[config.mk]
export PLATFORM = sky130hd
export DESIGN_NAME = iowf_flags
export DESIGN_NICKNAME = d
export VERILOG_FILES = /design/src/iowf_pkg.sv /design/src/iowf_flags.sv
export SDC_FILE = /design/constraint.sdc
export NUM_CORES = 1
export LEC_CHECK = 0
export BUFFER_PORTS_ARGS = -buffer_cell sky130_fd_sc_hd__buf_2
export CORE_MARGIN = 1
export CORE_UTILIZATION = 45
export DETAILED_ROUTE_END_ITERATION = 7
export PLACE_DENSITY = 0.71
export SLEW_MARGIN = 20
export SYNTH_ARGS = -nofsm -noshare
export SYNTH_HDL_FRONTEND = slang
export SYNTH_SLANG_ARGS = --single-unit
[constraint.sdc]
create_clock -name mclk -period 4.2 [get_ports mclk]
set_input_delay 0.21 -clock mclk [delete_from_list [all_inputs] [get_ports mclk]]
set_output_delay 0.21 -clock mclk [all_outputs]
set_load 0.01 [all_outputs]
[src/iowf_pkg.sv]
// Constants shared by the wake-up flag register block.
package iowf_pkg;

   // APB byte addresses of the registers.
   localparam logic [7:0] ADDR_FLAGS = 8'h00;
   localparam logic [7:0] ADDR_CFG = 8'h04;
   localparam logic [7:0] ADDR_MASK = 8'h08;
   localparam logic [7:0] ADDR_POL = 8'h0c;

   // Input count and the cyclic-sense capable subset.
   localparam int N_IN = 7;
   localparam int N_CYC = 4;

   // Flag register layout.
   localparam logic [15:0] FLG_EVT_MASK = 16'he0c3;
   localparam logic [15:0] FLG_RESET = 16'h0000;
   localparam int EVT_BIT [N_IN] = '{0, 1, 6, 7, 13, 14, 15};
   localparam int SMP_BIT [N_CYC] = '{2, 3, 8, 9};
   localparam int RDY_BIT [N_CYC] = '{4, 5, 10, 11};
   localparam int UNUSED_BIT = 12;

   // Wake and interrupt configuration, two bits per input.
   localparam int CFG_W = 2 * N_IN;
   localparam logic [13:0] CFG_RESET = 14'h00ff;
   localparam logic [13:0] CFG_FS_MASK = 14'h00ff;
   localparam logic [1:0] WCFG_NONE = 2'h0;
   localparam logic [1:0] WCFG_WAKE = 2'h1;
   localparam logic [1:0] WCFG_IRQ = 2'h2;
   localparam logic [1:0] WCFG_BOTH = 2'h3;
   localparam int WCFG_WAKE_BIT = 0;
   localparam int WCFG_IRQ_BIT = 1;

   // Interrupt mask and level polarity resets.
   localparam logic [15:0] MASK_RESET = 16'h0000;
   localparam logic [6:0] POL_RESET = 7'h00;

endpackage : iowf_pkg
[src/iowf_flags.sv]
// Wake-up event flag register with APB access, masking and interrupt.
// Notes on behaviour
// - Bit 0 sets on wake_input_1 level wake or cyclic state change.
// - Bit 1 sets on wake_input_2 level wake or cyclic state change.
// - Event flags clear on reset, fail-safe entry, or written one.
// - Bit 2 holds wake_input_1 level from latest trigger point.
// - Bit 3 holds wake_input_2 level from latest trigger point.
// - Bit 4 shows wake_input_1 cyclic sense ready; follows cyc_ready[0] every cycle.
// - Bit 5 shows wake_input_2 cyclic sense ready; follows cyc_ready[1] every cycle.
// - Bit 6 sets on hv_io_1_a level wake or cyclic state change.
// - Bit 7 sets on hv_io_2_b level wake or cyclic state change.
// - Bit 8 holds hv_io_1_a level from latest trigger point.
// - Bit 9 holds hv_io_2_b level from latest trigger point.
// - Bit 10 shows hv_io_1_a cyclic sense ready.
// - Bit 11 shows hv_io_2_b cyclic sense ready.
// - Bit 13 sets when lv_io_3_c wakes outside Normal mode.
// - Bit 14 sets when lv_io_4_d wakes outside Normal mode.
// - Bit 15 sets when lv_in_5 wakes outside Normal mode.
// - Two-bit field: none, wake only, interrupt only, or both.
`timescale 1ns/1ps
module iowf_flags #(
   parameter int ADDR_W = 8
) (
   // Clock and reset
   input wire logic mclk,
   input wire logic sys_rst,
   // APB slave
   input wire logic psel,
   input wire logic penable,
   input wire logic pwrite,
   input wire logic [ADDR_W-1:0] paddr,
   input wire logic [31:0] pwdata,
   output logic pready,
   output logic [31:0] prdata,
   output logic pslverr,
   // Wake pins: wake_input_1, wake_input_2, hv_io_1_a, hv_io_2_b,
   // lv_io_3_c, lv_io_4_d, lv_in_5 in that order
   input wire logic [6:0] wake_pin,
   // Cyclic sense and mode status from on-chip logic
   input wire logic [3:0] cyc_mode,
   input wire logic [3:0] cyc_trig,
   input wire logic [3:0] cyc_ready,
   input wire logic normal_mode,
   input wire logic fail_safe_entry,
   // Requests
   output logic wake_req,
   output logic irq
);

   // The decoder reads the full low byte, so narrower buses cannot work.
   if (ADDR_W < 8) begin : g_bad_addr
      $error("ADDR_W must be at least 8 to decode the register map.");
   end

   typedef struct packed {
      logic [6:0] sync1;
      logic [6:0] sync2;
      logic [15:0] flags;
      logic [13:0] cfg;
      logic [15:0] mask;
      logic [6:0] pol;
      logic [3:0] primed;
      logic pready;
      logic [31:0] prdata;
      logic pslverr;
      logic wake_req;
      logic irq;
   } iowf_state_t;

   iowf_state_t st_q;
   iowf_state_t st_d;

   // Returns the two-bit wake configuration of one input.
   function automatic logic [1:0] wcfg(input logic [13:0] cfg, input int i);
      wcfg = cfg[2*i +: 2];
   endfunction : wcfg

   // Matches the low byte of the bus address against a register offset.
   function automatic logic hit(input logic [ADDR_W-1:0] a,
                                input logic [7:0] off);
      hit = (a[7:0] == off) && (a[ADDR_W-1:0] >> 8 == '0);
   endfunction : hit

   logic acc_phase;
   logic wr_done;
   logic addr_ok;
   logic [15:0] set_v;
   logic [15:0] clr_v;
   logic [15:0] irq_en;
   logic [15:0] wake_en;

   assign acc_phase = psel && penable;
   assign wr_done = acc_phase && st_q.pready && pwrite;
   assign addr_ok = hit(paddr, iowf_pkg::ADDR_FLAGS) ||
                    hit(paddr, iowf_pkg::ADDR_CFG) ||
                    hit(paddr, iowf_pkg::ADDR_MASK) ||
                    hit(paddr, iowf_pkg::ADDR_POL);

   always_comb begin
      logic lvl;
      logic chg;
      st_d = st_q;
      lvl = 1'b0;
      chg = 1'b0;
      set_v = '0;
      clr_v = '0;
      irq_en = '0;
      wake_en = '0;

      // The first stage feeds only the second; logic reads sync2.
      st_d.sync1 = wake_pin;
      st_d.sync2 = st_q.sync1;

      // Event sources on the high-voltage inputs.
      for (int i = 0; i < iowf_pkg::N_CYC; i++) begin
         lvl = st_q.sync2[i] ^ st_q.pol[i];
         chg = st_q.primed[i] &&
               (st_q.sync2[i] != st_q.flags[iowf_pkg::SMP_BIT[i]]);
         if (wcfg(st_q.cfg, i) != iowf_pkg::WCFG_NONE) begin
            if (cyc_mode[i]) begin
               // Compare with the sample of the previous trigger point.
               if (cyc_trig[i] && chg) begin
                  set_v[iowf_pkg::EVT_BIT[i]] = 1'b1;
               end
            end else if (lvl) begin
               set_v[iowf_pkg::EVT_BIT[i]] = 1'b1;
            end
         end
         if (cyc_trig[i]) begin
            st_d.flags[iowf_pkg::SMP_BIT[i]] = st_q.sync2[i];
            st_d.primed[i] = 1'b1;
         end
         // Readiness mirrors the timer logic and clears whenever cyc_ready drops.
         st_d.flags[iowf_pkg::RDY_BIT[i]] =
            cyc_ready[i];
      end

      // Low-voltage inputs report only wakes from low-power modes.
      for (int i = iowf_pkg::N_CYC; i < iowf_pkg::N_IN; i++) begin
         lvl = st_q.sync2[i] ^ st_q.pol[i];
         if (lvl && !normal_mode &&
             wcfg(st_q.cfg, i) != iowf_pkg::WCFG_NONE) begin
            set_v[iowf_pkg::EVT_BIT[i]] = 1'b1;
         end
      end

      // Per-flag enables for the wake and interrupt paths.
      for (int i = 0; i < iowf_pkg::N_IN; i++) begin
         irq_en[iowf_pkg::EVT_BIT[i]] =
            st_q.cfg[2*i + iowf_pkg::WCFG_IRQ_BIT];
         wake_en[iowf_pkg::EVT_BIT[i]] =
            st_q.cfg[2*i + iowf_pkg::WCFG_WAKE_BIT];
      end

      // APB: one wait state, then the write lands and read data is held.
      st_d.pready = acc_phase && !st_q.pready;
      st_d.pslverr = acc_phase && !st_q.pready && !addr_ok;
      if (acc_phase && !st_q.pready && !pwrite) begin
         if (hit(paddr, iowf_pkg::ADDR_FLAGS)) begin
            st_d.prdata = {16'h0000, st_q.flags};
         end else if (hit(paddr, iowf_pkg::ADDR_CFG)) begin
            st_d.prdata = {18'h0, st_q.cfg};
         end else if (hit(paddr, iowf_pkg::ADDR_MASK)) begin
            st_d.prdata = {16'h0000, st_q.mask};
         end else if (hit(paddr, iowf_pkg::ADDR_POL)) begin
            st_d.prdata = {25'h0, st_q.pol};
         end else begin
            st_d.prdata = 32'h00000000;
         end
      end
      if (wr_done) begin
         if (hit(paddr, iowf_pkg::ADDR_FLAGS)) begin
            // Only event positions react, and only to ones.
            clr_v = pwdata[15:0] & iowf_pkg::FLG_EVT_MASK;
         end
         if (hit(paddr, iowf_pkg::ADDR_CFG)) begin
            st_d.cfg = pwdata[13:0];
         end
         if (hit(paddr, iowf_pkg::ADDR_MASK)) begin
            st_d.mask = pwdata[15:0] & iowf_pkg::FLG_EVT_MASK;
         end
         if (hit(paddr, iowf_pkg::ADDR_POL)) begin
            st_d.pol = pwdata[6:0];
         end
      end

      // A new event beats a software clear in the same cycle, so no
      // wake is lost; fail-safe entry clears unconditionally.
      st_d.flags = (st_d.flags & ~(clr_v & ~set_v)) | set_v;
      if (fail_safe_entry) begin
         st_d.flags = st_d.flags & ~iowf_pkg::FLG_EVT_MASK;
         st_d.cfg = (st_d.cfg & ~iowf_pkg::CFG_FS_MASK) |
                    (iowf_pkg::CFG_RESET & iowf_pkg::CFG_FS_MASK);
      end
      st_d.flags[iowf_pkg::UNUSED_BIT] = 1'b0;

      st_d.irq = |(st_d.flags & iowf_pkg::FLG_EVT_MASK & st_d.mask & irq_en);
      st_d.wake_req = |(st_d.flags & iowf_pkg::FLG_EVT_MASK & wake_en);
   end

   always_ff @(posedge mclk) begin
      if (sys_rst) begin
         st_q <= '{sync1: 7'h00, sync2: 7'h00,
                   flags: iowf_pkg::FLG_RESET, cfg: iowf_pkg::CFG_RESET,
                   mask: iowf_pkg::MASK_RESET, pol: iowf_pkg::POL_RESET,
                   primed: 4'h0, pready: 1'b0, prdata: 32'h00000000,
                   pslverr: 1'b0, wake_req: 1'b0, irq: 1'b0};
      end else begin
         st_q <= st_d;
      end
   end

   assign pready = st_q.pready;
   assign prdata = st_q.prdata;
   assign pslverr = st_q.pslverr;
   assign irq = st_q.irq;
   assign wake_req = st_q.wake_req;

   // Checks on the flag behaviour.

   AST_W1_LEVEL: assert property (@(posedge mclk) disable iff (sys_rst)
      (!cyc_mode[0] && st_q.cfg[1:0] != iowf_pkg::WCFG_NONE &&
       (st_q.sync2[0] ^ st_q.pol[0]) && !fail_safe_entry)
      |=> st_q.flags[0])
      else $error("Level wake on the first wake input did not set its flag.");

   AST_W2_CHANGE: assert property (@(posedge mclk) disable iff (sys_rst)
      (cyc_mode[1] && cyc_trig[1] && st_q.primed[1] &&
       st_q.cfg[3:2] != iowf_pkg::WCFG_NONE &&
       st_q.sync2[1] != st_q.flags[3] && !fail_safe_entry)
      |=> st_q.flags[1])
      else $error("Cyclic change on the second wake input was not flagged.");

   AST_FS_CLEAR: assert property (@(posedge mclk) disable iff (sys_rst)
      fail_safe_entry |=> (st_q.flags & iowf_pkg::FLG_EVT_MASK) == 16'h0000)
      else $error("Fail-safe entry left an event flag set.");

   AST_W1_SAMPLE: assert property (@(posedge mclk) disable iff (sys_rst)
      cyc_trig[0] |=> st_q.flags[2] == $past(st_q.sync2[0]))
      else $error("First wake input sample was not captured at trigger.");

   AST_W2_HOLD: assert property (@(posedge mclk) disable iff (sys_rst)
      !cyc_trig[1] |=> $stable(st_q.flags[3]))
      else $error("Second wake input sample moved without a trigger.");

   AST_W1_READY: assert property (@(posedge mclk) disable iff (sys_rst)
      ##1 st_q.flags[4] == $past(cyc_ready[0]))
      else $error("First wake input readiness does not follow its source.");

   AST_W2_READY: assert property (@(posedge mclk) disable iff (sys_rst)
      ##1 st_q.flags[5] == $past(cyc_ready[1]))
      else $error("Second wake input readiness does not follow its source.");

   AST_HV1_CHANGE: assert property (@(posedge mclk) disable iff (sys_rst)
      (cyc_mode[2] && cyc_trig[2] && st_q.primed[2] &&
       st_q.cfg[5:4] != iowf_pkg::WCFG_NONE &&
       st_q.sync2[2] != st_q.flags[8] && !fail_safe_entry)
      |=> st_q.flags[6])
      else $error("Cyclic change on the first high-voltage I/O was lost.");

   AST_HV2_LEVEL: assert property (@(posedge mclk) disable iff (sys_rst)
      (!cyc_mode[3] && st_q.cfg[7:6] != iowf_pkg::WCFG_NONE &&
       (st_q.sync2[3] ^ st_q.pol[3]) && !fail_safe_entry)
      |=> st_q.flags[7])
      else $error("Level wake on the second high-voltage I/O was lost.");

   AST_HV1_SAMPLE: assert property (@(posedge mclk) disable iff (sys_rst)
      cyc_trig[2] |=> st_q.flags[8] == $past(st_q.sync2[2]))
      else $error("First high-voltage I/O sample was not captured.");

   AST_HV2_SAMPLE: assert property (@(posedge mclk) disable iff (sys_rst)
      cyc_trig[3] |=> st_q.flags[9] == $past(st_q.sync2[3]))
      else $error("Second high-voltage I/O sample was not captured.");

   AST_HV_READY: assert property (@(posedge mclk) disable iff (sys_rst)
      ##1 st_q.flags[11:10] == $past(cyc_ready[3:2]))
      else $error("High-voltage I/O readiness does not follow its source.");

   AST_LV_NORMAL: assert property (@(posedge mclk) disable iff (sys_rst)
      $rose(st_q.flags[13]) |-> !$past(normal_mode))
      else $error("Low-voltage wake flag set while in Normal mode.");

   AST_LV_WAKE: assert property (@(posedge mclk) disable iff (sys_rst)
      (!normal_mode && (st_q.sync2[6] ^ st_q.pol[6]) &&
       st_q.cfg[13:12] != iowf_pkg::WCFG_NONE && !fail_safe_entry)
      |=> st_q.flags[15])
      else $error("Low-voltage input wake outside Normal mode was lost.");

   AST_ONLY_W1C: assert property (@(posedge mclk) disable iff (sys_rst)
      $fell(st_q.flags[14]) |->
         $past(fail_safe_entry) || $past(wr_done && pwdata[14]))
      else $error("An event flag fell without a clear.");

   AST_BIT12_ZERO: assert property (@(posedge mclk) disable iff (sys_rst)
      st_q.flags[12] == 1'b0 && prdata[31:16] == 16'h0000)
      else $error("An unused flag position read as one.");

   AST_IRQ_CAUSE: assert property (@(posedge mclk) disable iff (sys_rst)
      irq |-> (st_q.flags & st_q.mask & iowf_pkg::FLG_EVT_MASK) != 16'h0000)
      else $error("Interrupt raised with no unmasked event flag.");

   AST_APB_ONE_WAIT: assert property (@(posedge mclk) disable iff (sys_rst)
      (acc_phase && !pready) |=> pready ##1 !pready)
      else $error("Bus answer did not come after exactly one wait state.");

   // Remaining sources, then further fail-safe, clear, wake and config checks.

   AST_W1_CHANGE: assert property (@(posedge mclk) disable iff (sys_rst)
      (cyc_mode[0] && cyc_trig[0] && st_q.primed[0] &&
       st_q.cfg[1:0] != iowf_pkg::WCFG_NONE &&
       st_q.sync2[0] != st_q.flags[2] && !fail_safe_entry)
      |=> st_q.flags[0])
      else $error("Cyclic change on the first wake input was not flagged.");

   AST_W2_LEVEL: assert property (@(posedge mclk) disable iff (sys_rst)
      (!cyc_mode[1] && st_q.cfg[3:2] != iowf_pkg::WCFG_NONE &&
       (st_q.sync2[1] ^ st_q.pol[1]) && !fail_safe_entry)
      |=> st_q.flags[1])
      else $error("Level wake on the second wake input did not set its flag.");

   AST_W2_SAMPLE: assert property (@(posedge mclk) disable iff (sys_rst)
      cyc_trig[1] |=> st_q.flags[3] == $past(st_q.sync2[1]))
      else $error("Second wake input sample was not captured at trigger.");

   AST_FS_KEEPS_SAMPLE: assert property (@(posedge mclk) disable iff (sys_rst)
      (fail_safe_entry && !cyc_trig[0]) |=> $stable(st_q.flags[2]))
      else $error("Fail-safe entry disturbed a sampled pin state.");

   AST_HV1_LEVEL: assert property (@(posedge mclk) disable iff (sys_rst)
      (!cyc_mode[2] && st_q.cfg[5:4] != iowf_pkg::WCFG_NONE &&
       (st_q.sync2[2] ^ st_q.pol[2]) && !fail_safe_entry)
      |=> st_q.flags[6])
      else $error("Level wake on the first high-voltage I/O was lost.");

   AST_HV2_CHANGE: assert property (@(posedge mclk) disable iff (sys_rst)
      (cyc_mode[3] && cyc_trig[3] && st_q.primed[3] &&
       st_q.cfg[7:6] != iowf_pkg::WCFG_NONE &&
       st_q.sync2[3] != st_q.flags[9] && !fail_safe_entry)
      |=> st_q.flags[7])
      else $error("Cyclic change on the second high-voltage I/O was lost.");

   AST_HV2_READY: assert property (@(posedge mclk) disable iff (sys_rst)
      ##1 st_q.flags[11] == $past(cyc_ready[3]))
      else $error("Second high-voltage I/O readiness does not follow.");

   AST_LV3_WAKE: assert property (@(posedge mclk) disable iff (sys_rst)
      (!normal_mode && (st_q.sync2[4] ^ st_q.pol[4]) &&
       st_q.cfg[9:8] != iowf_pkg::WCFG_NONE && !fail_safe_entry)
      |=> st_q.flags[13])
      else $error("First low-voltage I/O wake outside Normal mode was lost.");

   AST_LV4_WAKE: assert property (@(posedge mclk) disable iff (sys_rst)
      (!normal_mode && (st_q.sync2[5] ^ st_q.pol[5]) &&
       st_q.cfg[11:10] != iowf_pkg::WCFG_NONE && !fail_safe_entry)
      |=> st_q.flags[14])
      else $error("Second low-voltage I/O wake outside Normal mode was lost.");

   AST_LV4_BLOCKED: assert property (@(posedge mclk) disable iff (sys_rst)
      (normal_mode && !st_q.flags[14]) |=> !st_q.flags[14])
      else $error("Low-voltage flag set while in Normal mode.");

   AST_CFG_NONE: assert property (@(posedge mclk) disable iff (sys_rst)
      (st_q.cfg[13:12] == iowf_pkg::WCFG_NONE && !st_q.flags[15])
      |=> !st_q.flags[15])
      else $error("An event flag set although its input is disabled.");

   AST_WAKE_CAUSE: assert property (@(posedge mclk) disable iff (sys_rst)
      wake_req |-> (st_q.flags & iowf_pkg::FLG_EVT_MASK) != 16'h0000)
      else $error("Wake request raised with no event flag set.");

   AST_W1C_CLEAR: assert property (@(posedge mclk) disable iff (sys_rst)
      (wr_done && paddr == iowf_pkg::ADDR_FLAGS && pwdata[13] &&
       !(!normal_mode && (st_q.sync2[4] ^ st_q.pol[4]) &&
         st_q.cfg[9:8] != iowf_pkg::WCFG_NONE))
      |=> !st_q.flags[13])
      else $error("Writing one did not clear a low-voltage event flag.");

   AST_ZERO_WRITE: assert property (@(posedge mclk) disable iff (sys_rst)
      (wr_done && paddr == iowf_pkg::ADDR_FLAGS && !pwdata[0] &&
       !fail_safe_entry && st_q.flags[0])
      |=> st_q.flags[0])
      else $error("Writing zero cleared an event flag.");

endmodule : iowf_flags

== Word level (Yosys, flattened, before mapping) ==
Index checks and enable logic that the tools add are counted.

* Register bits after elaboration: 107
* Input port bits: 66
* Output and inout port bits: 36
* Logic and storage cells: 113

* Equal/unequal tests: 7
* Muxes and demuxes: 34
* Bitwise logic cells: 15
* Reductions and logical operators: 40

{| class="wikitable"
|+ Operators by type and width
! kind !! number
|-
| $mux W16 || 6
|-
| $and A16 B16 Y16 || 5
|-
| $mux W37 || 1
|-
| $not A16 Y16 || 2
|-
| $reduce_or A16 Y1 || 2
|-
| $mux W30 || 1
|-
| $mux W1 || 23
|-
| $logic_and A1 B1 Y1 || 20
|-
| $eq A8 B4 Y1 const B || 2
|-
| $or A16 B16 Y16 || 1
|-
| $mux W14 || 1
|-
| $mux W7 || 2
|-
| $reduce_bool A2 Y1 || 7
|-
| $eq A8 B3 Y1 const B || 1
|-
| $logic_not A8 Y1 || 1
|-
| $xor A1 B1 Y1 || 7
|-
| $logic_not A1 Y1 || 4
|-
| $ne A1 B1 Y1 || 4
|-
| $reduce_and A2 Y1 || 2
|-
| $logic_or A1 B1 Y1 || 3
|-
| $reduce_or A2 Y1 || 1
|}

== Longest topological paths before layout ==
Gate-level depths: netlist (run 1).

* Depth in word-level cells: 15
* Depth in mapped cells: 8
* Depth with buffers taken out: 6

== Worst setup path before layout (run 1) ==
No wires, ideal clock.

* Path type: reg-to-reg
* From: register st_q, in the netlist pready
* To: register st_q, in the netlist irq
* Setup time: 0.137 ns
* Data arrival time: 1.814 ns
* Required time: 4.063 ns
* Path slack: 2.249 ns
* Cell stages (with the launch flop): 8
* Path buffers: 1
* Period minus slack after synthesis: 1.951 ns
* Path through: dfxtp_1 -> and4_1 -> clkbuf_1 -> nand4_4 -> mux2_2 -> and4b_1 -> nor4_1 -> o2111ai_1

* Cells in the longest elaborated chain, start to end: 11
* Elaborated cells between the ends (all ways): 12
* Classes of those cells: mux (3); bitwise (6); reduce/logical (3)

{| class="wikitable"
|+ RTL lines
! item !! line !! text
|-
| start, declared || iowf_flags.sv:70 || <nowiki>iowf_state_t st_q;</nowiki>
|-
| start signal, assigned || iowf_flags.sv:203 || <nowiki>st_q <= '{sync1: 7'h00, sync2: 7'h00,</nowiki>
|-
| start signal, assigned || iowf_flags.sv:209 || <nowiki>st_q <= st_d;</nowiki>
|-
| $logic_and A1 B1 Y1 * (2 in series) || iowf_flags.sv:93 || <nowiki>assign wr_done = acc_phase && st_q.pready && pwrite;</nowiki>
|-
| $mux W16 || iowf_flags.sv:171 || <nowiki>if (wr_done) begin</nowiki>
|-
| $and A16 B16 Y16 || iowf_flags.sv:189 || <nowiki>st_d.flags = (st_d.flags & ~(clr_v & ~set_v)) | set_v;</nowiki>
|-
| $not A16 Y16 || iowf_flags.sv:189 ||
|-
| $and A16 B16 Y16 || iowf_flags.sv:189 ||
|-
| $or A16 B16 Y16 || iowf_flags.sv:189 ||
|-
| $mux W30 || iowf_flags.sv:190 || <nowiki>if (fail_safe_entry) begin</nowiki>
|-
| $and A16 B16 Y16 * (2 in series) || iowf_flags.sv:197 || <nowiki>st_d.irq = |(st_d.flags & iowf_pkg::FLG_EVT_MASK & st_d.mask & irq_en);</nowiki>
|-
| $reduce_or A16 Y1 * || iowf_flags.sv:197 ||
|}

Every way passes the cells marked *; elsewhere a longest branch is shown, timed or not.
A chain may end at the register's enable or synchronous reset.

== Worst setup path after layout (run 1) ==
Same ends and word-level chain as after synthesis.

==> results of run 1 <==
==> path summary, 6_finish.rpt <==
kind	slack [ns]	to	depth (start not counted)
setup reg to reg	1.98	irq	6
hold reg to reg	0.44	st_q[99]	1
hold / removal	0.06	st_q[88]	2
setup / recovery	1.98	irq	6
==> layout by cell type, fill, tap and decap left out, drive strengths merged, types with 2 or more instances in the layout <==
| cell | count |
|---|---|
| o21bai | 3 |
| a21oi | 20 |
| and3 | 2 |
| o22ai | 6 |
| nor4 | 8 |
| mux2i | 22 |
| bufinv | 3 |
| nand3 | 11 |
| dfxtp | 81 |
| or2 | 2 |
| o21ai | 9 |
| clkinv | 3 |
| nor3b | 4 |
| xnor2 | 5 |
| mux4 | 3 |
| a22oi | 9 |
| and2 | 3 |
| buf | 70 |
| mux2 | 5 |
| nor2b | 23 |
| nor2 | 54 |
| o221ai | 4 |
| nand2 | 35 |
| a22o | 4 |
| nand4 | 4 |
| clkbuf | 10 |
| o211ai | 2 |
| nand2b | 3 |
| nor4b | 2 |
| nor3 | 4 |
| inv | 11 |
| conb | 16 |
==> metal layers <==
| metal | wire length [um] | track usage, % | part of all wire, % |
|---|---|---|---|
| met5 | 0 | 0 | 0 |
| met3 | 464 | 3.94 | 6.0 |
| met4 | 149 | 9.13 | 1.9 |
| met1 | 3540 | 25.3 | 46 |
| met2 | 3590 | 30.6 | 46 |
==> flip-flops by register name (all words and copies together) (netlist names) <==
register	count
pslverr	1
st_q	47
irq_en	7
prdata	16
irq	1
pready	1
st_d	7
wake_req	1
==> cell families after synthesis <==
family                 Yosys count  share of synthesized area, %
AND/OR/NAND/NOR                160                          22.5
multiplexers                    30                          9.56
other                            1                         0.104
flip-flops                      81                          45.1
buffers and inverters           63                          9.98
XOR/XNOR                         5                          1.22
AO/OA/AOI/OAI                   64                          11.6
==> metrics by stage <==
step | instance area, sq um | setup WS [ns]
CTS | 4060 | 2.02
global route | 4060 | 1.86
finish | 4060 | 1.98
detailed placement | 3820 | 1.81
global placement | 3820 | 1.86
floorplan | 3650 | 2.25
==> area by class of cell <==
class	instances	area [sq um]
Fill cell	738	3670
Multi-Input combinational cell	275	1670
Sequential cell	81	1620
Timing Repair Buffer	70	353
Clock buffer	10	138
Tap cell	102	128
Clock inverter	6	105
Inverter	11	41.3
==> power by group <==
part / internal, mW / switching (mW) / total, mW / leakage [nW]
Sequential: 0.781 / 0.00656 / 0.788 / 0.659
Clock: 0.408 / 0.279 / 0.687 / 0.126
Combinational: 0.0439 / 0.0618 / 0.106 / 0.930
==> critical path, cell delays in order, from the launching register on <==
cell       delay, ns
dfxtp_1         0.37
and4_1          0.35
nand4_4         0.25
mux2_2          0.36
and4b_1         0.21
nor4_1          0.34
o2111ai_1       0.17
==> summary.md, run 1 <==
| Metric | Value |
|---|---|
| Status | finished clean |
| Non-Filler Instances | about 560 |
| Yosys top cell by area | dfxtp_1 |
| H-tree Lvls | 3 |
| Placeable Area | between 0.007 and 0.008 sq mm |
| Slew @ Worst Pin | 0.763 ns |
| Hold buffer count at CTS | 0 |
| Vias in the first global route | 2531 |
| RSZ-0062 raised after global routing | no |
| Post-synthesis sequential area ratio | 45.1% |
| Cell Pwr Density | 389 mW/mm^2 |
| Full die area | 0.00835 sq mm |
| Initial core utilization | between 40% and 50% |
| Total negative setup slack | 0 ns |
| # nets final | 514 |
| Post-synthesis sequential element count | 81 |
| Setup violators final | 0 |
| Clk buf depth | 2 |
| Setup Buffers After CTS | 0 |
| Reg-to-reg startpoint | pready |
| Placed insts | around 540 |
| DR vias/cell | 5.14 |
| Clk slew on worst S/H paths | 0.08 ns |
| Max cap viols | 0 |
| DRC viols | 0 |
| Final period utilization | 52.8% |
| Slew headroom | 49.1% |
| Top cell type's share of synthesized area | 45.1% |
| Crit Path Class | flop to flop |
| Post-synthesis cell type count | 46 |
| Cells after synthesis | between 400 and 500 |
| Crit path time final | roughly 2.2 ns |
| Syn avg cell area | a little under 9 sq um |
| Die X | 91.4 um |
| Clock sink count | 81 |
| Post-cts resize count | 0 |
| Port Buf Inserts | 69 |
| Leakage | 1.72 nW |
| Number of enable flip-flop cells after synthesis | 0 |
| Area grow syn2layout | 12.8% |
| Grt ovf | 0 |
| Hold slack | 0.0601 ns |
| Mapped Area | 0.00360 sq mm |
| Synth top cells by count | dfxtp_1 (81), nor2_1 (54), nand2_1 (35) |
| Initial antenna violation count | 0 |
| Worst VDD drop | 0.171 mV |
| GRT Overall Usage | 19.4% |
| Number of cell rows | 32 |
| Worst EP arrival | roughly 2.4 ns |
| Crit. End Element | flop |
| CTS Buf Count | 9 |
| Initial DRC Count | around 200 |
| Nature of the critical path startpoint | flop |
| Max Clk Rate | 0.451 GHz |
| Largest net degree at the start of global routing | 38 |
| Synth Flop Type | dfxtp_1 |
| Vias | 2851 |
| Final Hold Viols | 0 |
| # diodes | 0 |
| TritonRoute pass-1 iters | 4 |
| Share of layout cells above drive strength 1 | 21.6% |
| Routability congestion estimate | roughly 0.87 |
| Hold Path Class | primary input to flop |
| Ys Warns | 0 |
| Async SR Flop Fraction | 0% |
| Die height | 91.4 um |
| Global-route wire length before repair | 12400 um |
| Worst skew pair latency | 0.36 ns |
| CTS root buffer | clkbuf_8 |
| Critical Path RT | 4.40 ns |
| Pins Over Slew Limit | 0 |
| Skew final | just over 0.008 ns |
| Critical Path Source | pready |
| Final Routed Wirelength | 7740 um |
| Routed wire per std cell | 13.9 um |
| Antenna viol nets, final | 0 |
| Hold Path Origin | cyc_ready[3] |
| Most common cell in the netlist | dfxtp_1 |
| # IOs | about 100 |
| Final core occ | 52.5% |
| DP HPWL | 5640 um |
| CTS tree | yes |
| Overall power | 1.58 mW |
| Max FO, Critical Path | 8 |
| Synth area leaders | dfxtp_1 (45%), buf_4 (6.7%), mux2i_1 (6.1%) |
No activity file was read; power rests on OpenSTA's default activity.
==> inputs of run 2 (changes only) <==
--- a/config.mk
+++ b/config.mk
@@ -5,11 +5,12 @@
 export SDC_FILE = /design/constraint.sdc
 export NUM_CORES = 1
 export LEC_CHECK = 0
+export ABC_AREA = 1
 export BUFFER_PORTS_ARGS = -buffer_cell sky130_fd_sc_hd__buf_2
 export CORE_MARGIN = 1
 export CORE_UTILIZATION = 45
 export DETAILED_ROUTE_END_ITERATION = 7
-export PLACE_DENSITY = 0.71
+export PLACE_DENSITY = 0.7
 export SLEW_MARGIN = 20
 export SYNTH_ARGS = -nofsm -noshare
 export SYNTH_HDL_FRONTEND = slang
==> constraint.sdc (replaced) <==
create_clock -name mclk -period 2.1 [get_ports mclk]
set_input_delay 0.105 -clock mclk [delete_from_list [all_inputs] [get_ports mclk]]
set_output_delay 0.105 -clock mclk [all_outputs]
set_load 0.01 [all_outputs]
==> summary.md, run 2 <==
| Metric | Value |
|---|---|
| Status | finished clean |
| CTS Buf Count | 9 (unchanged) |
| Reg-to-reg startpoint | pready |
| Synth Flop Type | dfxtp_1 |
| Routability congestion estimate | 0.863 (-1.1%) |
| Total negative setup slack | 0 ns (unchanged) |
| Critical Path Slowest Stage Cell | dfxtp_1 |
| Synth area leaders | dfxtp_1 (42%), nand2_1 (10%), inv_1 (8.0%) |
| Critical Path RT | 2.33 ns (-2.07 ns) |
| Post-synthesis sequential area ratio | 41.9% (-3.1 points) |
| Hold slack | 0.00521 ns (-0.0549 ns) |
| Nature of the critical path startpoint | flop |
| Crit-path cells | nand2_1 -> nor2_4 -> nand3_2 -> nand2_1 -> nand2_1 -> nand2_1 -> nor2_2 -> nor2_1 -> nand2_1 -> nor2_1 -> nor2_1 |
| CTS tree | yes |
| H-tree Lvls | 3 (unchanged) |
| Vias in the first global route | 3241 (+28%) |
| Max cap viols | 0 (unchanged) |
| Antenna viol nets, final | 0 (unchanged) |
| # fillers | 844 (+14%) |
| Setup violators final | 0 (unchanged) |
| Initial antenna violation count | 0 (unchanged) |
| Worst skew pair latency | 0.35 ns (about the same) |
| Share of layout cells above drive strength 1 | 18.0% (-3.6 points) |
| CP top delay family | simple AND/OR/NAND/NOR gates |
| Async SR Flop Fraction | 0% (unchanged) |
| TritonRoute pass-1 iters | 5 (+1) |
| Largest net degree at the start of global routing | 30 (-21%) |
| Syn avg cell area | 7.07 sq um (-21%) |
| CP most frequent cell | nand2_1 |
| Max reg flops | 47 (unchanged) |
| Crit Path Class | flop to flop |
| # IOs | 102 (unchanged) |
| DP HPWL | 6750 um (+20%) |
| Final Routed Wirelength | 9210 um (+19%) |
| Post-synthesis sequential element count | 81 (unchanged) |
| DR vias/cell | 4.91 (-4.4%) |
| CTS root buffer | clkbuf_8 |
| Critical Path Source | pready |
| Area grow syn2layout | 15.6% |
| Hold Path Class | primary input to flop |
| Placeable Area | 0.00826 sq mm (+6.9%) |
| Final period utilization | 84.1% (+31 points) |
| Clk buf depth | 2 (unchanged) |
| DRC viols | 0 (unchanged) |
| Initial DRC Count | 264 (+35%) |
| Non-Filler Instances | 726 (+31%) |
| Yosys top cell by area | dfxtp_1 |
| Global-route wire length before repair | 14800 um (+19%) |
| WP buf/inv | 0 (unchanged) |
| RSZ-0062 raised after global routing | no |
| Post-synthesis cell type count | 29 (-37%) |
| # nets final | 682 (+33%) |
| Skew final | 0.00793 ns (-0.000248 ns) |
| R2R Setup Slk | 0.33 ns (-1.65 ns) |
| Slowest Stage Delay on Critical Path | 0.40 ns (+0.03 ns) |
| Slew headroom | 61.2% (+12 points) |
| Leakage | 2.13 nW (+24%) |
| Number of cell rows | 33 (+3.1%) |
| Die height | 94.7 um (+3.6%) |
| Initial core utilization | 46.8% (+0.27 points) |
| Synth top cells by count | nand2_1 (108), inv_1 (82), dfxtp_1 (81) |
| Most common cell in the netlist | nand2_1 |
| Slew @ Worst Pin | 0.580 ns (-0.183 ns) |
| Path depth of the worst reg2reg path | 11 (+5) |
| Max FO, Critical Path | 7 (-1) |
| Grt ovf | 0 (unchanged) |
| Top cell type's share of synthesized area | 41.9% (-3.1 points) |
| Placed insts | 695 (+29%) |
| Die X | 94.7 um (+3.6%) |
| Port Buf Inserts | 69 (unchanged) |
| Commonest non-fill, non-tap cell in the layout | nand2_1 |
| Clk slew on worst S/H paths | 0.08 ns (about the same) |
| Number of enable flip-flop cells after synthesis | 0 (unchanged) |
| Crit path time final | 1.77 ns (-0.452 ns) |
| Reg with most FFs | st_q |
| Post-cts resize count | 0 (unchanged) |
| Clock sink count | 81 (unchanged) |
| Crit. End Element | flop |
| Worst EP arrival | 2.00 ns (-0.42 ns) |
| Reg-to-reg endpoint | irq |
| Cell Pwr Density | 674 mW/mm^2 (+73%) |
| Routed wire per std cell | 12.7 um (-9.0%) |
| Full die area | 0.00897 sq mm (+7.3%) |
| # diodes | 0 (unchanged) |
| GRT Overall Usage | 21.5% (+2.1 points) |
| Final Hold Viols | 0 (unchanged) |
| Cells after synthesis | 547 (+35%) |
| Max Clk Rate | 0.566 GHz (+26%) |
| Vias | 3567 (+25%) |
| Mapped Area | 0.00387 sq mm (+7.5%) |
| Worst VDD drop | 0.333 mV (+95%) |
| CP endpoint | irq |
| Pins Over Slew Limit | 0 (unchanged) |
| Most frequent cells in the layout | nand2_1 (108), inv_1 (82), dfxtp_1 (81) |
| Worst path depth | 11 (+5) |
| Ys Warns | 0 (unchanged) |
-- run 2: cells by family (layout without fill, tap and decap cells) --
| kind of cell | Yosys count | in the layout | synth area share, % |
|---|---|---|---|
| buffers and inverters | 135 | 194 | 17.2 |
| flip-flops | 81 | 81 | 41.9 |
| AND/OR/NAND/NOR | 238 | 238 | 26.7 |
| other | 1 | 16 | 0.0970 |
| XOR/XNOR | 3 | 3 | 0.680 |
| AO/OA/AOI/OAI | 89 | 89 | 13.4 |
-- run 2: layout make-up --
| cell class | count | area (sq um) | share of cell area [%] |
|---|---|---|---|
| Sequential cell | 81 | 1620 | 36.3 |
| Timing Repair Buffer | 92 | 556 | 12.4 |
| Clock buffer | 11 | 141 | 3.16 |
| Tap cell | 105 | 131 | 2.94 |
| Clock inverter | 5 | 55.1 | 1.23 |
| Inverter | 86 | 323 | 7.22 |
| Multi-Input combinational cell | 346 | 1640 | 36.7 |
-- run 2: routing by layer --
metal | vias up | global-route usage, % | part of all wire, %
li1 | 1807 | - | -
met2 | 135 | 36.9 | 47
met4 | 0 | 6.94 | 1.3
met5 | - | 0 | 0
met3 | 14 | 4.67 | 5.5
met1 | 1611 | 26.6 | 46
-- run 2: worst min path at each step --
stage          endpoint  slack, ns         from  cells past startpoint
2_1_floorplan    pready       0.19      sys_rst                      1
3_3_place_gp   st_d[93]       0.30  wake_pin[0]                      3
3_5_place_dp   st_d[95]       0.31  wake_pin[2]                      3
4_1_cts        st_q[65]     0.0006    pwdata[2]                      3
5_1_grt        st_q[67]      0.007    pwdata[4]                      3
6_report       st_q[65]      0.005    pwdata[2]                      3
-- run 2: through the flow --
step                power [mW]  instance area, sq um  utilization, %  setup slack, ns
finish                    3.01                  4470            54.1            0.334
global route              3.15                  4470            54.1           0.0977
CTS                       3.03                  4470            54.1            0.335
global placement          1.88                  4120            49.9            0.412
floorplan                 1.81                  3920               -            0.684
detailed placement        1.88                  4120            49.9            0.362
-- run 2: where the power goes --
part           total, mW  internal [mW]  switching [mW]  leakage [nW]
combinational      0.272          0.111           0.160          1.38
clock               1.14          0.578           0.564        0.0953
sequential          1.60           1.58          0.0209         0.661
-- run 2: timing repair --
action                                 CTS  global route
buffers inserted                         0             0
hold buffers                            15             0
endpoints found under the hold margin   15             0
-- run 2: worst register-to-register path: stages (launching register included) --
cell and delay (ns):
dfxtp_1 0.40, nand2_1 0.19, nor2_4 0.21, nand3_2 0.19, nand2_1 0.13, nand2_1 0.06
nand2_1 0.08, nor2_2 0.04, nor2_1 0.13, nand2_1 0.08, nor2_1 0.11, nor2_1 0.05
==> inputs of run 3 (changes only) <==
--- a/config.mk
+++ b/config.mk
@@ -10,7 +10,7 @@
 export CORE_MARGIN = 1
 export CORE_UTILIZATION = 45
 export DETAILED_ROUTE_END_ITERATION = 7
-export PLACE_DENSITY = 0.7
+export PLACE_DENSITY = 0.73
 export SLEW_MARGIN = 20
 export SYNTH_ARGS = -nofsm -noshare
 export SYNTH_HDL_FRONTEND = slang
==> constraint.sdc (replaced) <==
create_clock -name mclk -period 1.5 [get_ports mclk]
set_input_delay 0.075 -clock mclk [delete_from_list [all_inputs] [get_ports mclk]]
set_output_delay 0.075 -clock mclk [all_outputs]
set_load 0.01 [all_outputs]
==> summary.md, run 3 (synthesized netlist as in run 2, its figures left out) <==
| Metric | Value |
|---|---|
| Status | finished with violations |
| Violated checks | setup timing |
| Internal power | 3.83 mW (+69%) |
| # diodes | 0 (unchanged) |
| Clock power frac | 45.2% (+7.3 points) |
| Switching Share | 21.1% (-3.6 points) |
| Hold Path Class | primary input to flop |
| Worst skew pair latency | 0.35 ns (about the same) |
| Die height | 94.7 um (unchanged) |
| Leakage | 2.35 nW (+10%) |
| CTS root buffer | clkbuf_8 |
| TritonRoute pass-1 iters | 5 (unchanged) |
| Worst VDD drop | 0.736 mV (+120%) |
| Share of layout cells above drive strength 1 | 22.1% (+4.1 points) |
| Max Clk Rate | 0.654 GHz (+16%) |
| Vias in the first global route | 3314 (+2.3%) |
| Flop pwr share | 46.1% (-6.9 points) |
| Setup violators final | 5 (+5) |
| Initial core utilization | 46.8% (unchanged) |
| CTS tree | yes |
| Critical Path Source | pready |
| Final core occ | 59.6% (+5.5 points) |
| # nets final | 714 (+4.7%) |
| Crit. End Element | flop |
| Clk slew on worst S/H paths | 0.08 ns (about the same) |
| Final Hold Viols | 0 (unchanged) |
| Number of cell rows | 33 (unchanged) |
| Hold Path Origin | pwdata[12] |
| Max cap viols | 0 (unchanged) |
| Max reg flops | 47 (unchanged) |
| Clk buf depth | 2 (unchanged) |
| Clock sink count | 81 (unchanged) |
| DRC viols | 0 (unchanged) |
| Port Buf Inserts | 69 (unchanged) |
| Routed wire per std cell | 12.5 um (-1.3%) |
| Combinational share of power | 8.7% (-0.3 points) |
| Final instance area | 0.00492 sq mm (+10%) |
| Placeable Area | 0.00826 sq mm (unchanged) |
| Largest net degree at the start of global routing | 30 (unchanged) |
| Global-route wire length before repair | 14900 um (+1.0%) |
| Vias | 3671 (+2.9%) |
| Full die area | 0.00897 sq mm (unchanged) |
| Reg with most FFs | st_q |
| Crit path time final | 1.53 ns (-0.238 ns) |
| Psw | 1.03 mW (+38%) |
| Antenna viol nets, final | 0 (unchanged) |
| Cell Pwr Density | 986 mW/mm^2 (+46%) |
| Pins Over Slew Limit | 0 (unchanged) |
| Area after DPL | 0.00426 sq mm (+3.3%) |
| GRT Overall Usage | 21.7% (+0.24 points) |
| Slew headroom | 59.8% (-1.4 points) |
| Grt ovf | 0 (unchanged) |
| DR vias/cell | 4.85 (-1.3%) |
| Nature of the critical path startpoint | flop |
| CTS Buf Count | 9 (unchanged) |
| DP HPWL | 6720 um (-0.47%) |
| RSZ-0062 raised after global routing | yes |
| Initial DRC Count | 218 (-17%) |
| Routability congestion estimate | 0.860 (-0.29%) |
| Slew @ Worst Pin | 0.601 ns (+0.0209 ns) |
| Max FO, Critical Path | 4 (-3) |
| Final period utilization | 102% (+18 points) |
| Skew final | 0.0103 ns (+0.00240 ns) |
| Critical Path RT | 1.79 ns (-0.54 ns) |
| H-tree Lvls | 3 (unchanged) |
| Reg-to-reg startpoint | pready |
| Initial antenna violation count | 0 (unchanged) |
| Worst EP arrival | 1.82 ns (-0.18 ns) |
| Worst Setup Slack, final | -0.0284 ns (-0.362 ns) |
| # IOs | 102 (unchanged) |
| Crit Path Class | flop to flop |
| Die X | 94.7 um (unchanged) |
| Commonest non-fill, non-tap cell in the layout | nand2_1 |
| Area grow syn2layout | 27.4% |
| Overall power | 4.86 mW (+61%) |
| Final Routed Wirelength | 9480 um (+2.9%) |
| Most frequent cells in the layout | nand2_1 (105), inv_1 (82), dfxtp_1 (80) |
## run 3: cell count changes in the layout (fill, tap and decap cells not counted), moves of 3 or more
cell / before / now
buf_6: 0 / 7
buf_4: 8 / 20
nand2_1: 108 / 105
buf_12: 0 / 4
o21ai_0: 31 / 27
bufinv_16: 1 / 5
nand2_2: 2 / 5
dlygate4sd3_1: 15 / 23
o21ai_1: 3 / 6
## run 3: worst paths after layout
path / to / depth (start not counted) / slack, ns
max: irq / 12 / -0.03
min: st_q[75] / 3 / 0.005
max reg2reg: irq / 12 / -0.03
min reg2reg: st_q[95] / 2 / 0.40
## run 3: area by class of cell
type,count,area [sq um]
clock buffers,9,124
multi-input cells,346,1670
inverters,86,328
repair inverters,1,7.51
clock inverters,6,155
flip-flops and latches,81,1620
fillers,784,3330
repair buffers,123,885
well taps,105,131
## run 3: routing by layer
| layer | track usage [%] | up-vias | wire length [um] |
|---|---|---|---|
| li1 | - | 1874 | - |
| met1 | 28.1 | 1649 | 4110 |
| met2 | 36.0 | 133 | 4620 |
| met3 | 3.30 | 15 | 622 |
| met4 | 8.96 | 0 | 127 |
| met5 | 0 | - | 0 |
## run 3: critical path: stages, from the launching register on
cell,delay (ns)
dfxtp_2,0.34
nand2_2,0.07
nor2_4,0.16
buf_4,0.14
buf_4,0.10
nand3_1,0.11
nand2_1,0.11
nand2_1,0.09
nor2_2,0.12
nor2_1,0.06
nand2_1,0.06
nor2_1,0.03
nor2_1,0.07
## run 3: through the flow
step           TNS [ns]  hold WS, ns  setup slack [ns]  std cells
6_report        -0.0401      0.00508           -0.0284        757
3_3_place_gp          0        0.275            0.0189        710
5_1_grt          -0.612       0.0213           -0.0940        757
3_5_place_dp          0        0.281           0.00935        710
2_1_floorplan         0        0.164            0.0841        562
4_1_cts         -0.0146      0.00213           -0.0138        749
## run 3: power groups by stage
| stage | combinational, mW | sequential [mW] | clock, mW |
|---|---|---|---|
| global placement | 0.349 | 2.29 | 0 |
| finish | 0.423 | 2.24 | 2.19 |
| detailed placement | 0.356 | 2.29 | 0 |
| floorplan | 0.247 | 2.28 | 0 |
| CTS | 0.402 | 2.24 | 2.22 |
| global route | 0.473 | 2.25 | 2.30 |
## run 3: timing repair
item,4_1_cts,5_1_grt
endpoints found under the setup margin,2,28
gates cloned,0,2
pin swaps,1,4
gates resized for setup,3,20
buffers inserted,2,5
hold buffers,22,1
endpoints found under the hold margin,26,1
